<file path="config.mk">
export PLATFORM = sky130hd
export DESIGN_NAME = btag_top
export DESIGN_NICKNAME = d
export VERILOG_FILES = /design/src/common/btag_pkg.sv /design/src/hdl/btag_shift.sv /design/src/hdl/btag_top.sv
export SDC_FILE = /design/constraint.sdc
export NUM_CORES = 2
export LEC_CHECK = 0
export BUFFER_PORTS_ARGS = -buffer_cell sky130_fd_sc_hd__buf_2
export CAP_MARGIN = 20
export CELL_PAD_IN_SITES_DETAIL_PLACEMENT = 2
export CELL_PAD_IN_SITES_GLOBAL_PLACEMENT = 2
export CORE_UTILIZATION = 30
export CTS_CLUSTER_SIZE = 40
export DETAILED_ROUTE_END_ITERATION = 10
export PLACE_DENSITY_LB_ADDON = 0.08
export SLEW_MARGIN = 10
export SYNTH_ARGS = -nofsm -noshare
export SYNTH_HDL_FRONTEND = slang
export SYNTH_SLANG_ARGS = --single-unit
</file>
<file path="constraint.sdc">
create_clock -name clk_sys -period 22.9 [get_ports clk_sys]
set_input_delay 2.29 -clock clk_sys [delete_from_list [all_inputs] [get_ports clk_sys]]
set_output_delay 2.29 -clock clk_sys [all_outputs]
set_load 0.01 [all_outputs]
</file>
<file path="src/common/btag_pkg.sv">
package btag_pkg;
	// Command codes
	localparam logic [7:0] BTAG_CMD_READ_SP = 8'h11;
	localparam logic [7:0] BTAG_CMD_WRITE_SP = 8'h17;
	localparam logic [7:0] BTAG_CMD_CP_SP1 = 8'h22;
	localparam logic [7:0] BTAG_CMD_CP_SP2 = 8'h25;
	localparam logic [7:0] BTAG_CMD_CP_SP3 = 8'h28;
	localparam logic [7:0] BTAG_CMD_LD_SP1 = 8'h71;
	localparam logic [7:0] BTAG_CMD_LD_SP2 = 8'h77;
	localparam logic [7:0] BTAG_CMD_LD_SP3 = 8'h7A;
	localparam logic [7:0] BTAG_CMD_LOCK = 8'h43;
	localparam logic [7:0] BTAG_CMD_UNLOCK = 8'h44;
	localparam logic [7:0] BTAG_CMD_CONVERT = 8'hD2;
	localparam logic [7:0] BTAG_CMD_READ_REG = 8'hB2;
	localparam logic [7:0] BTAG_CMD_INC_CYC = 8'hB5;
	localparam logic [7:0] BTAG_CMD_CLR_CYC = 8'hB8;

	// Page map: five 32-byte slots
	localparam int BTAG_PAGE_BYTES = 32;
	localparam int BTAG_SP_BYTES = 96;
	localparam int BTAG_P1_BYTES = 24;
	localparam int BTAG_P2_BYTES = 8;
	localparam int BTAG_P3_BYTES = 32;
	localparam logic [7:0] BTAG_P1_BASE = 8'h00;
	localparam logic [7:0] BTAG_P2_BASE = 8'h20;
	localparam logic [7:0] BTAG_P3_BASE = 8'h40;
	localparam logic [7:0] BTAG_SP_LAST = 8'h5F;
	localparam logic [2:0] BTAG_PAGE_P4 = 3'h3;
	localparam logic [2:0] BTAG_PAGE_P5 = 3'h4;

	// Register offsets
	localparam logic [7:0] BTAG_TEMP_HALF_DEGREE = 8'h60;
	localparam logic [7:0] BTAG_TEMP_SIGNED_DEGREE = 8'h61;
	localparam logic [7:0] BTAG_STATUS_LOW = 8'h62;
	localparam logic [7:0] BTAG_STATUS_HIGH_RESERVED = 8'h63;
	localparam logic [7:0] BTAG_ID_LO = 8'h80;
	localparam logic [7:0] BTAG_ID_HI = 8'h81;
	localparam logic [7:0] BTAG_CYC_LO = 8'h82;
	localparam logic [7:0] BTAG_CYC_HI = 8'h83;

	// Status field positions and fill values
	localparam int BTAG_ST_TB = 0;
	localparam int BTAG_ST_NVB = 1;
	localparam int BTAG_ST_LOCK = 2;
	localparam logic [7:0] BTAG_FILL = 8'hFF;
	localparam logic [7:0] BTAG_ZERO = 8'h00;

	// Timing
	localparam int BTAG_CLK_PERIOD_NS = 20;
	localparam int BTAG_COPY_TIME_US = 10000;
	localparam int BTAG_CONV_TIME_US = 10000;
	localparam int BTAG_COPY_CYC = BTAG_COPY_TIME_US * 1000 / BTAG_CLK_PERIOD_NS;
	localparam int BTAG_CONV_CYC = BTAG_CONV_TIME_US * 1000 / BTAG_CLK_PERIOD_NS;
	localparam int BTAG_CNT_W = 25;

	// Frame states
	typedef enum logic [2:0] {
		BTAG_ST_IDLE,
		BTAG_ST_CMD,
		BTAG_ST_ADDR,
		BTAG_ST_WDATA,
		BTAG_ST_RDATA
	} btag_state_e;

	// Sensor reading pair
	typedef struct packed {
		logic [7:0] signed_deg;
		logic [7:0] half_deg;
	} btag_temp_s;

	// Status byte content
	typedef struct packed {
		logic lock;
		logic persistent_copy_busy;
		logic tb;
	} btag_status_s;
endpackage

</file>
<file path="src/hdl/btag_shift.sv">
`timescale 1ns/1ns
// Bit-serial byte shifter, least significant bit first both ways
module btag_shift (
	input wire logic clk_sys,
	input wire logic arst_n,
	input wire logic frame_start,
	input wire logic rx_valid,
	input wire logic rx_bit,
	input wire logic tx_en,
	input wire logic tx_req,
	input wire logic [7:0] tx_byte,
	output logic rx_byte_valid,
	output logic [7:0] rx_byte,
	output logic tx_bit,
	output logic tx_bit_valid,
	output logic tx_byte_done
);
	logic [7:0] rx_sh_q, rx_sh_d;
	logic [2:0] rx_cnt_q, rx_cnt_d;
	logic [2:0] tx_cnt_q, tx_cnt_d;
	logic rbv_q, rbv_d, tb_q, tb_d, tbv_q, tbv_d, tbd_q, tbd_d;

	////////////////////////////////////////////////////////////////
	// Next-state for both directions
	always_comb begin
		rx_sh_d = rx_sh_q;
		rx_cnt_d = rx_cnt_q;
		tx_cnt_d = tx_cnt_q;
		rbv_d = 1'b0;
		tb_d = tb_q;
		tbv_d = 1'b0;
		tbd_d = 1'b0;
		if (frame_start) begin
			rx_cnt_d = 3'h0;
			tx_cnt_d = 3'h0;
		end else begin
			if (rx_valid) begin
				rx_sh_d = {rx_bit, rx_sh_q[7:1]}; // First bit ends at bit 0
				rx_cnt_d = rx_cnt_q + 3'h1;
				rbv_d = (rx_cnt_q == 3'h7);
			end
			if (tx_req && tx_en) begin
				tb_d = tx_byte[tx_cnt_q]; // Bit 0 leaves first
				tbv_d = 1'b1;
				tx_cnt_d = tx_cnt_q + 3'h1;
				tbd_d = (tx_cnt_q == 3'h7);
			end
		end
	end

	// Registers
	always_ff @(posedge clk_sys or negedge arst_n) begin
		if (!arst_n) begin
			rx_sh_q <= 8'h00;
			rx_cnt_q <= 3'h0;
			tx_cnt_q <= 3'h0;
			rbv_q <= 1'b0;
			tb_q <= 1'b0;
			tbv_q <= 1'b0;
			tbd_q <= 1'b0;
		end else begin
			rx_sh_q <= rx_sh_d;
			rx_cnt_q <= rx_cnt_d;
			tx_cnt_q <= tx_cnt_d;
			rbv_q <= rbv_d;
			tb_q <= tb_d;
			tbv_q <= tbv_d;
			tbd_q <= tbd_d;
		end
	end

	assign rx_byte_valid = rbv_q;
	assign rx_byte = rx_sh_q;
	assign tx_bit = tb_q;
	assign tx_bit_valid = tbv_q;
	assign tx_byte_done = tbd_q;
endmodule

</file>
<file path="src/hdl/btag_top.sv">
`timescale 1ns/1ns
module btag_top
	#(
	parameter int COPY_CYC = btag_pkg::BTAG_COPY_CYC,
	parameter int CONV_CYC = btag_pkg::BTAG_CONV_CYC,
	parameter logic [15:0] ID_WORD = 16'h5A5A // Arbitrary value
	) (
	input wire logic clk_sys,
	input wire logic arst_n,
	input wire logic frame_start,
	input wire logic rx_valid,
	input wire logic rx_bit,
	input wire logic tx_req,
	input wire btag_pkg::btag_temp_s sensor_in,
	output logic tx_bit,
	output logic tx_bit_valid,
	output btag_pkg::btag_status_s status_out
);
	import btag_pkg::*;

	logic rx_byte_valid, tx_byte_done;
	logic [7:0] rx_byte, rd_byte;
	btag_state_e st_q, st_d;
	logic [7:0] cmd_q, cmd_d, addr_q, addr_d;
	logic [BTAG_CNT_W-1:0] copy_cnt_q, copy_cnt_d, conv_cnt_q, conv_cnt_d;
	btag_status_s stat_q, stat_d;
	btag_temp_s temp_q, temp_d;
	logic [15:0] cyc_q, cyc_d;
	logic cp1, cp2, cp3, ld1, ld2, ld3, sp_we;
	logic cmd_take, cyc_known_q, cyc_known_d;
	logic [7:0] sp_q [0:BTAG_SP_BYTES-1];
	logic [7:0] nv1_q [0:BTAG_P1_BYTES-1];
	logic [7:0] nv2_q [0:BTAG_P2_BYTES-1];
	logic [7:0] sram_q [0:BTAG_P3_BYTES-1];

	// Implemented scratch addresses of pages one to three
	function automatic logic sp_impl(input logic [7:0] a);
		sp_impl = (a < BTAG_P1_BASE + 8'(BTAG_P1_BYTES))
			|| (a >= BTAG_P2_BASE && a < BTAG_P2_BASE + 8'(BTAG_P2_BYTES))
			|| (a >= BTAG_P3_BASE && a <= BTAG_SP_LAST);
	endfunction

	////////////////////////////////////////////////////////////////
	// Serial byte engine
	btag_shift u_shift (
		.clk_sys(clk_sys),
		.arst_n(arst_n),
		.frame_start(frame_start),
		.rx_valid(rx_valid),
		.rx_bit(rx_bit),
		.tx_en(st_q == BTAG_ST_RDATA),
		.tx_req(tx_req),
		.tx_byte(rd_byte),
		.rx_byte_valid(rx_byte_valid),
		.rx_byte(rx_byte),
		.tx_bit(tx_bit),
		.tx_bit_valid(tx_bit_valid),
		.tx_byte_done(tx_byte_done)
	);

	////////////////////////////////////////////////////////////////
	// Read data mux over the page map
	always_comb begin
		rd_byte = BTAG_FILL;
		if (cmd_q == BTAG_CMD_READ_SP) begin
			if (addr_q <= BTAG_SP_LAST && sp_impl(addr_q)) begin
				rd_byte = sp_q[addr_q[6:0]];
			end
		end else if (cmd_q == BTAG_CMD_READ_REG) begin
			case (addr_q)
				BTAG_TEMP_HALF_DEGREE: rd_byte = temp_q.half_deg;
				BTAG_TEMP_SIGNED_DEGREE: rd_byte = temp_q.signed_deg;
				BTAG_STATUS_LOW: rd_byte = {5'h00, stat_q};
				BTAG_STATUS_HIGH_RESERVED: rd_byte = BTAG_ZERO;
				BTAG_ID_LO: rd_byte = ID_WORD[7:0];
				BTAG_ID_HI: rd_byte = ID_WORD[15:8];
				BTAG_CYC_LO: rd_byte = cyc_q[7:0];
				BTAG_CYC_HI: rd_byte = cyc_q[15:8];
				default: rd_byte = BTAG_FILL;
			endcase
		end
	end

	////////////////////////////////////////////////////////////////
	// Command framing, flags and counters
	always_comb begin
		st_d = st_q;
		cmd_d = cmd_q;
		addr_d = addr_q;
		stat_d = stat_q;
		temp_d = temp_q;
		cyc_d = cyc_q;
		cyc_known_d = cyc_known_q;
		copy_cnt_d = copy_cnt_q;
		conv_cnt_d = conv_cnt_q;
		{cp1, cp2, cp3, ld1, ld2, ld3, sp_we} = 7'h00;
		// Background timers
		if (copy_cnt_q != '0) begin
			copy_cnt_d = copy_cnt_q - BTAG_CNT_W'(1);
		end
		if (copy_cnt_q == BTAG_CNT_W'(1)) begin
			stat_d.persistent_copy_busy = 1'b0;
		end
		if (conv_cnt_q != '0) begin
			conv_cnt_d = conv_cnt_q - BTAG_CNT_W'(1);
		end
		if (conv_cnt_q == BTAG_CNT_W'(1)) begin
			stat_d.tb = 1'b0;
			temp_d = sensor_in;
		end
		if (frame_start) begin
			st_d = BTAG_ST_CMD;
			cmd_d = BTAG_ZERO;
		end else if (rx_byte_valid) begin
			case (st_q)
				BTAG_ST_CMD: begin
					cmd_d = rx_byte;
					st_d = BTAG_ST_IDLE;
					case (rx_byte)
						BTAG_CMD_READ_SP, BTAG_CMD_WRITE_SP, BTAG_CMD_READ_REG: begin
							st_d = BTAG_ST_ADDR;
						end
						BTAG_CMD_CP_SP1: begin
							if (!stat_q.lock) begin
								cp1 = 1'b1;
								stat_d.persistent_copy_busy = 1'b1;
								copy_cnt_d = BTAG_CNT_W'(COPY_CYC);
							end
						end
						BTAG_CMD_CP_SP2: begin
							cp2 = 1'b1;
							stat_d.persistent_copy_busy = 1'b1;
							copy_cnt_d = BTAG_CNT_W'(COPY_CYC);
						end
						BTAG_CMD_CP_SP3: cp3 = 1'b1;
						BTAG_CMD_LD_SP1: ld1 = 1'b1;
						BTAG_CMD_LD_SP2: ld2 = 1'b1;
						BTAG_CMD_LD_SP3: ld3 = 1'b1;
						BTAG_CMD_LOCK: stat_d.lock = 1'b1;
						BTAG_CMD_UNLOCK: stat_d.lock = 1'b0;
						BTAG_CMD_CONVERT: begin
							stat_d.tb = 1'b1;
							conv_cnt_d = BTAG_CNT_W'(CONV_CYC);
						end
						BTAG_CMD_INC_CYC: cyc_d = cyc_q + 16'h0001;
						BTAG_CMD_CLR_CYC: begin
							cyc_d = 16'h0000;
							cyc_known_d = 1'b1; // Counter defined from here on
						end
						default: st_d = BTAG_ST_IDLE; // Undefined codes ignored
					endcase
				end
				BTAG_ST_ADDR: begin
					addr_d = rx_byte;
					st_d = (cmd_q == BTAG_CMD_WRITE_SP) ? BTAG_ST_WDATA : BTAG_ST_RDATA;
				end
				BTAG_ST_WDATA: begin
					sp_we = (addr_q <= BTAG_SP_LAST) && sp_impl(addr_q);
					addr_d = addr_q + 8'h01;
				end
				default: st_d = st_q;
			endcase
		end else if (tx_byte_done && st_q == BTAG_ST_RDATA) begin
			addr_d = addr_q + 8'h01;
		end
	end

	// Volatile control state
	always_ff @(posedge clk_sys or negedge arst_n) begin
		if (!arst_n) begin
			st_q <= BTAG_ST_IDLE;
			cmd_q <= 8'h00;
			addr_q <= 8'h00;
			stat_q <= '0;
			temp_q <= '0;
			copy_cnt_q <= '0;
			conv_cnt_q <= '0;
			cyc_known_q <= 1'b0;
		end else begin
			st_q <= st_d;
			cmd_q <= cmd_d;
			addr_q <= addr_d;
			stat_q <= stat_d;
			temp_q <= temp_d;
			copy_cnt_q <= copy_cnt_d;
			conv_cnt_q <= conv_cnt_d;
			cyc_known_q <= cyc_known_d;
		end
	end

	// Persistent cells: no reset, they survive every reset
	always_ff @(posedge clk_sys) begin
		cyc_q <= cyc_d;
	end

	////////////////////////////////////////////////////////////////
	// Scratch bytes: bus writes or whole-page loads from the stores
	for (genvar i = 0; i < BTAG_SP_BYTES; i++) begin : g_mem
		localparam logic [7:0] IA = 8'(i);
		always_ff @(posedge clk_sys) begin
			if (sp_we && addr_q == IA) begin
				sp_q[i] <= rx_byte;
			end else if (ld1 && i < BTAG_P1_BYTES) begin
				sp_q[i] <= nv1_q[i % BTAG_P1_BYTES];
			end else if (ld2 && IA >= BTAG_P2_BASE && i < BTAG_PAGE_BYTES + BTAG_P2_BYTES) begin
				sp_q[i] <= nv2_q[i % BTAG_P2_BYTES];
			end else if (ld3 && IA >= BTAG_P3_BASE) begin
				sp_q[i] <= sram_q[i % BTAG_P3_BYTES];
			end
		end
	end

	// Backing stores, one writer per cell so no cell has two drivers
	for (genvar j = 0; j < BTAG_P1_BYTES; j++) begin : g_nv1
		always_ff @(posedge clk_sys) begin
			if (cp1) begin
				nv1_q[j] <= sp_q[j];
			end
		end
	end
	for (genvar j = 0; j < BTAG_P2_BYTES; j++) begin : g_nv2
		always_ff @(posedge clk_sys) begin
			if (cp2) begin
				nv2_q[j] <= sp_q[BTAG_PAGE_BYTES + j];
			end
		end
	end
	for (genvar j = 0; j < BTAG_P3_BYTES; j++) begin : g_sram
		always_ff @(posedge clk_sys) begin
			if (cp3) begin
				sram_q[j] <= sp_q[2 * BTAG_PAGE_BYTES + j];
			end
		end
	end

	// Status mirror output
	always_ff @(posedge clk_sys or negedge arst_n) begin
		if (!arst_n) begin
			status_out <= '0;
		end else begin
			status_out <= stat_d;
		end
	end

	////////////////////////////////////////////////////////////////
	// Checks
	// Command byte accepted this cycle
	assign cmd_take = (st_q == BTAG_ST_CMD) && rx_byte_valid && !frame_start;
endmodule

</file>
# Word level (Yosys, flattened, before mapping)
# Memory sizes are Yosys's and may differ from the RTL's.
# Cells that the tools add are included.
# totals
register_bits	122
mem_bits_rw	1280
input_bits	22
out_inout_bits	5
word_cells	1076
memories	4
# classes
addsub	6
n_lt_le_gt_ge	6
eq_ne	129
mux	661
bitwise	65
n_reduce_logical	187
# mem_list
memory	depth	width	rd	rd_clocked_by_memory_dff	write_ports	line_no	rtl
sp_q	96	8	65	0	32	btag_top.sv:31	logic [7:0] sp_q [0:BTAG_SP_BYTES-1];
sram_q	32	8	32	0	32	btag_top.sv:34	logic [7:0] sram_q [0:BTAG_P3_BYTES-1];
nv1_q	24	8	24	0	24	btag_top.sv:32	logic [7:0] nv1_q [0:BTAG_P1_BYTES-1];
nv2_q	8	8	8	0	8	btag_top.sv:33	logic [7:0] nv2_q [0:BTAG_P2_BYTES-1];
# ops
cell	n
8-bit 2-to-1 mux	136
8-bit OR reduction	64
7-bit 2-to-1 mux	64
1-bit 2-to-1 mux	432
8-bit by 7-bit == test with 1-bit output (second input constant)	41
8-bit by 6-bit == test with 1-bit output (second input constant)	35
25-bit 2-to-1 mux	10
8-bit by 5-bit == test with 1-bit output (second input constant)	20
1-bit logical AND	101
8-bit == test (second input constant)	9
8-bit by 4-bit == test with 1-bit output (second input constant)	8
1-bit OR	64
8-bit case mux with 7 select lines	1
25-bit by 1-bit == test with 1-bit output (second input constant)	2
25-bit case mux with 2 select lines	1
25-bit nonzero test	2
25-bit by 1-bit subtractor with 25-bit output (second input constant)	2
8-bit by 3-bit == test with 1-bit output (second input constant)	4
16-bit case mux with 2 select lines	1
3-bit 2-to-1 mux	7
16-bit by 1-bit adder with 16-bit output (second input constant)	1
8-bit by 2-bit == test with 1-bit output (second input constant)	2
8-bit case mux with 2 select lines	1
2-bit nonzero test	7
other kinds (26)	39

# Logic depth before layout (Yosys ltp)
# depth
word_depth	46
mapped_depth	15
mapped_depth_nobuf	9

# Cells and area by module
# From an unflattened synthesis, not the netlist that was laid out.
# unflattened
cells_unflattened	3212
area_unflattened_um2	56041.2
# modules_own_cells
module	n_inst	cells_per_inst	area_each_um2	seq_area_each_um2
btag_top	1	3153	55243.0	41119.4
btag_shift	1	59	798.3	450.4

# Worst setup path before layout
# Ideal clock, no wire load.
# synth_path
path_type	input-to-reg
from	input port frame_start
to	memory nv1_q[0][0], enable pin
setup_time_ps	1214
t_arrival_ps	20566
t_required_ps	21686
slack_ps	1120
cell_stages	3
path_buffers	0
cell_sequence	nor2_1 -> nand2_1 -> nor4_1
# synth_rtl
item	line_no	rtl
start: declaration	btag_top.sv:10	input wire logic frame_start,
end: declaration	btag_top.sv:32	

==> impl_metrics.csv <==
group,metric,value,unit
critical_path,reg2reg_to,"sp_q[1][2]",
timing,tns,0,ns
clock_tree,cts_setup_buffers,0,
critical_path,worstPathMaxFanout,74,
detailed_routing,via_per_inst,4.99,
timing,fmax,179,MHz
cells_and_area,n_fill_cell,18400,
timing,setup_slack,17.30,ns
yosys,yosysSeqAreaShare,0.741,
timing,rsz0062_at_grt,"no",
detailed_routing,drt_iter0_drc,2198,
timing,slew_viol_final,0,
power_and_ir_drop,finalPower,6250,uW
critical_path,rr_startpoint,"addr_q[0]",
detailed_routing,postRouteAntennaNets,0,
critical_path,start_kind,"flip-flop",
detailed_routing,routed-via-count,31400,
yosys,synth.area.top_cells,"edfxtp_1, mux4_2, a21o_1",
yosys,ys_types,77,
clock_tree,cts_resized,0,
critical_path,path_class,"flip-flop to flip-flop",
die,initial_core_util,0.302,
yosys,yosysWarnings,0,
critical_path,reg2reg_slack,17.30,ns
die,die_h,435,um
power_and_ir_drop,p_per_area,95.1,nW/um^2
cells_and_area,utilization,0.354,
clock_tree,clock_sinks,1402,
critical_path,required,23.33,ns
detailed_routing,wirelength,170,mm
global_routing,antenna_found_initial,9,
place,gp_congestion,0.766,
clock_tree,cts_buffer_depth,3,
min_path,hold_class,"flip-flop to flip-flop",
global_routing,grt_max_degree,193,
clock_tree,cts_tree,"built",
min_path,min_path_cells,0,
timing,slew_headroom,0.00995,
yosys,synthArstFlopShare,0.0756,
die,die_x,435,um
clock_tree,numCtsBuffers,164,
global_routing,grt.overflow.total,0,
clock_tree,clockRootBuffer,"clkbuf_16",
die,ios,27,
critical_path,end_kind,"flip-flop",
critical_path,rr_worst_depth,6,
yosys,syn_inst,3336,
place,place_hpwl,106,mm
critical_path,arrival,6.03,ns
clock_tree,clock_latency,0.83,ns
clock_tree,ctsHoldBuffers,0,
yosys,synth_top_area_frac,0.693,
yosys,synth-edff-count,1296,
clock_tree,path_clk_slew,0.06,ns
die,die_area,189000,um^2
status,status,"finished clean",
timing,fin_worst_skew,0.0276,ns
timing,setup_viol,0,
run,maxCapViolCount,0,
detailed_routing,firstDrtPassIters,5,
global_routing,grt_pass1_vias,34800,
die,core_area,186000,um^2
timing,worstMarginPinSlew,1.49,ns
cells_and_area,mostFrequentLayoutCell,"edfxtp_1",
global_routing,track_usage,0.183,
cells_and_area,drive_gt1_frac,0.170,
detailed_routing,wl_per_cell,27.1,um
place,port_buffers,26,
place,post-place-ws,16.58,ns
clock_tree,cts_max_level,4,
detailed_routing,drc,0,
yosys,syn-cell-area,56100,um^2
timing,fin_crit_sh,0.244,
power_and_ir_drop,irDropWorstVdd,0.0000686,V
min_path,hold_end,"nv1_q[2][2]",
timing,finalHoldViolations,0,
yosys,synthFlopType,"edfxtp_1",
timing,fin_crit,5.60,ns
cells_and_area,fin_nets,3709,
die,rows,158,
cells_and_area,area_growth,17.1,%
yosys,synth_seq_cells,1402,
cells_and_area,mostFrequentLayoutCells,"edfxtp_1, a21o_1, nand2_1",
yosys,synth_top_cell_by_area,"edfxtp_1",
global_routing,grt_pass1_wl,250,mm
min_path,min_from,"sp_q[16][2]",
power_and_ir_drop,p_leak,0.0241,uW
yosys,syn_area_per_cell,16.8,um^2
==> cells by family (layout without fill, tap and decap cells) <==
kind of cell | Yosys count | count (layout) | synth area share
flops | 1402 | 1402 | 0.741
xor+xnor | 39 | 39 | 0.00608
mux | 260 | 260 | 0.0874
simple gates | 629 | 629 | 0.0526
compound gates | 732 | 732 | 0.0919
other cells | 1 | 258 | 0.0000668
buf+inv | 260 | 474 | 0.0185
fa+ha+maj | 13 | 13 | 0.00290
==> metal layers <==
layer  vias to the layer above  track usage  part of all wire  routed length [um]
li1                      13500            -                 -                   -
met1                     17100        0.249              0.45               77200
met2                       603        0.303              0.49               83400
met3                       226       0.0256             0.035                5920
met4                         0       0.0540             0.022                3820
met5                         -            0                 0                   0
==> sequential cells by signal, summed over array words and instances (netlist names) <==
register	cells
sp_q	768
sram_q	256
nv1_q	192
nv2_q	64
conv_cnt_q	25
copy_cnt_q	25
cyc_q	16
temp_q	16
addr_q	8
cmd_q	8
u_shift.rx_byte	8
st_q	3
status_out	3
u_shift.rx_cnt_q	3
u_shift.tx_cnt_q	3
u_shift.rx_byte_valid	1
u_shift.tx_bit	1
u_shift.tx_bit_valid	1
u_shift.tx_byte_done	1
==> per-stage QoR <==
step / std cells / hold WS, ns / cell area (um^2)
after floorplan: 3591 / 0.418 / 57100
after global placement: 5970 / 0.426 / 60400
after detailed placement: 5982 / 0.430 / 60500
after CTS: 6279 / 0.429 / 65600
after global routing: 6285 / 0.425 / 65700
final: 6287 / 0.432 / 65700
==> worst max path at each step <==
stage	startpoint	endpoint	slack, ns	cells after the start
floorplan	frame_start	nv1_q[0][0]	1.12	3
global placement	frame_start	sram_q[0][103]	16.76	7
detailed placement	frame_start	sram_q[0][103]	16.58	7
CTS	addr_q[0]	sp_q[1][5]	17.01	6
global route	addr_q[0]	sp_q[1][2]	16.85	6
finish	addr_q[0]	sp_q[1][2]	17.30	6
==> where the power goes <==
group	switching, uW	internal (uW)
clock network	1100	1460
logic	368	248
registers	53.6	3020
==> cells in the mapped netlist (26+ instances only) <==
cell type and number:
edfxtp_1 1296, a21o_1 394, nand2_1 284, clkbuf_1 189
mux4_2 177, nor2_1 107, dfrtp_1 106, o21ai_0 101
a21oi_1 59, nor3_1 44, o21a_1 42, nand3_1 41
mux2i_1 39, a22oi_1 35, mux2_2 35, nor4_1 26
==> critical path: stages (launching register included) <==
cell,delay [ns]
dfrtp_4,0.79
buf_4,0.76
buf_4,0.68
buf_12,0.60
ha_1,0.76
nand3_1,0.67
o21ai_1,0.87
==> layout make-up <==
class | count | area [um^2] | share of cell area
clock buffers | 205 | 4300 | 0.0654
multi-input cells | 1929 | 14600 | 0.222
repair buffers | 149 | 1150 | 0.0176
inverters | 28 | 105 | 0.00160
flip-flops and latches | 1402 | 41600 | 0.633
diodes | 2 | 5.00 | 0.0000761
well taps | 2480 | 3100 | 0.0472
clock inverters | 92 | 877 | 0.0133
No activity file was read; power rests on OpenSTA's default activity.
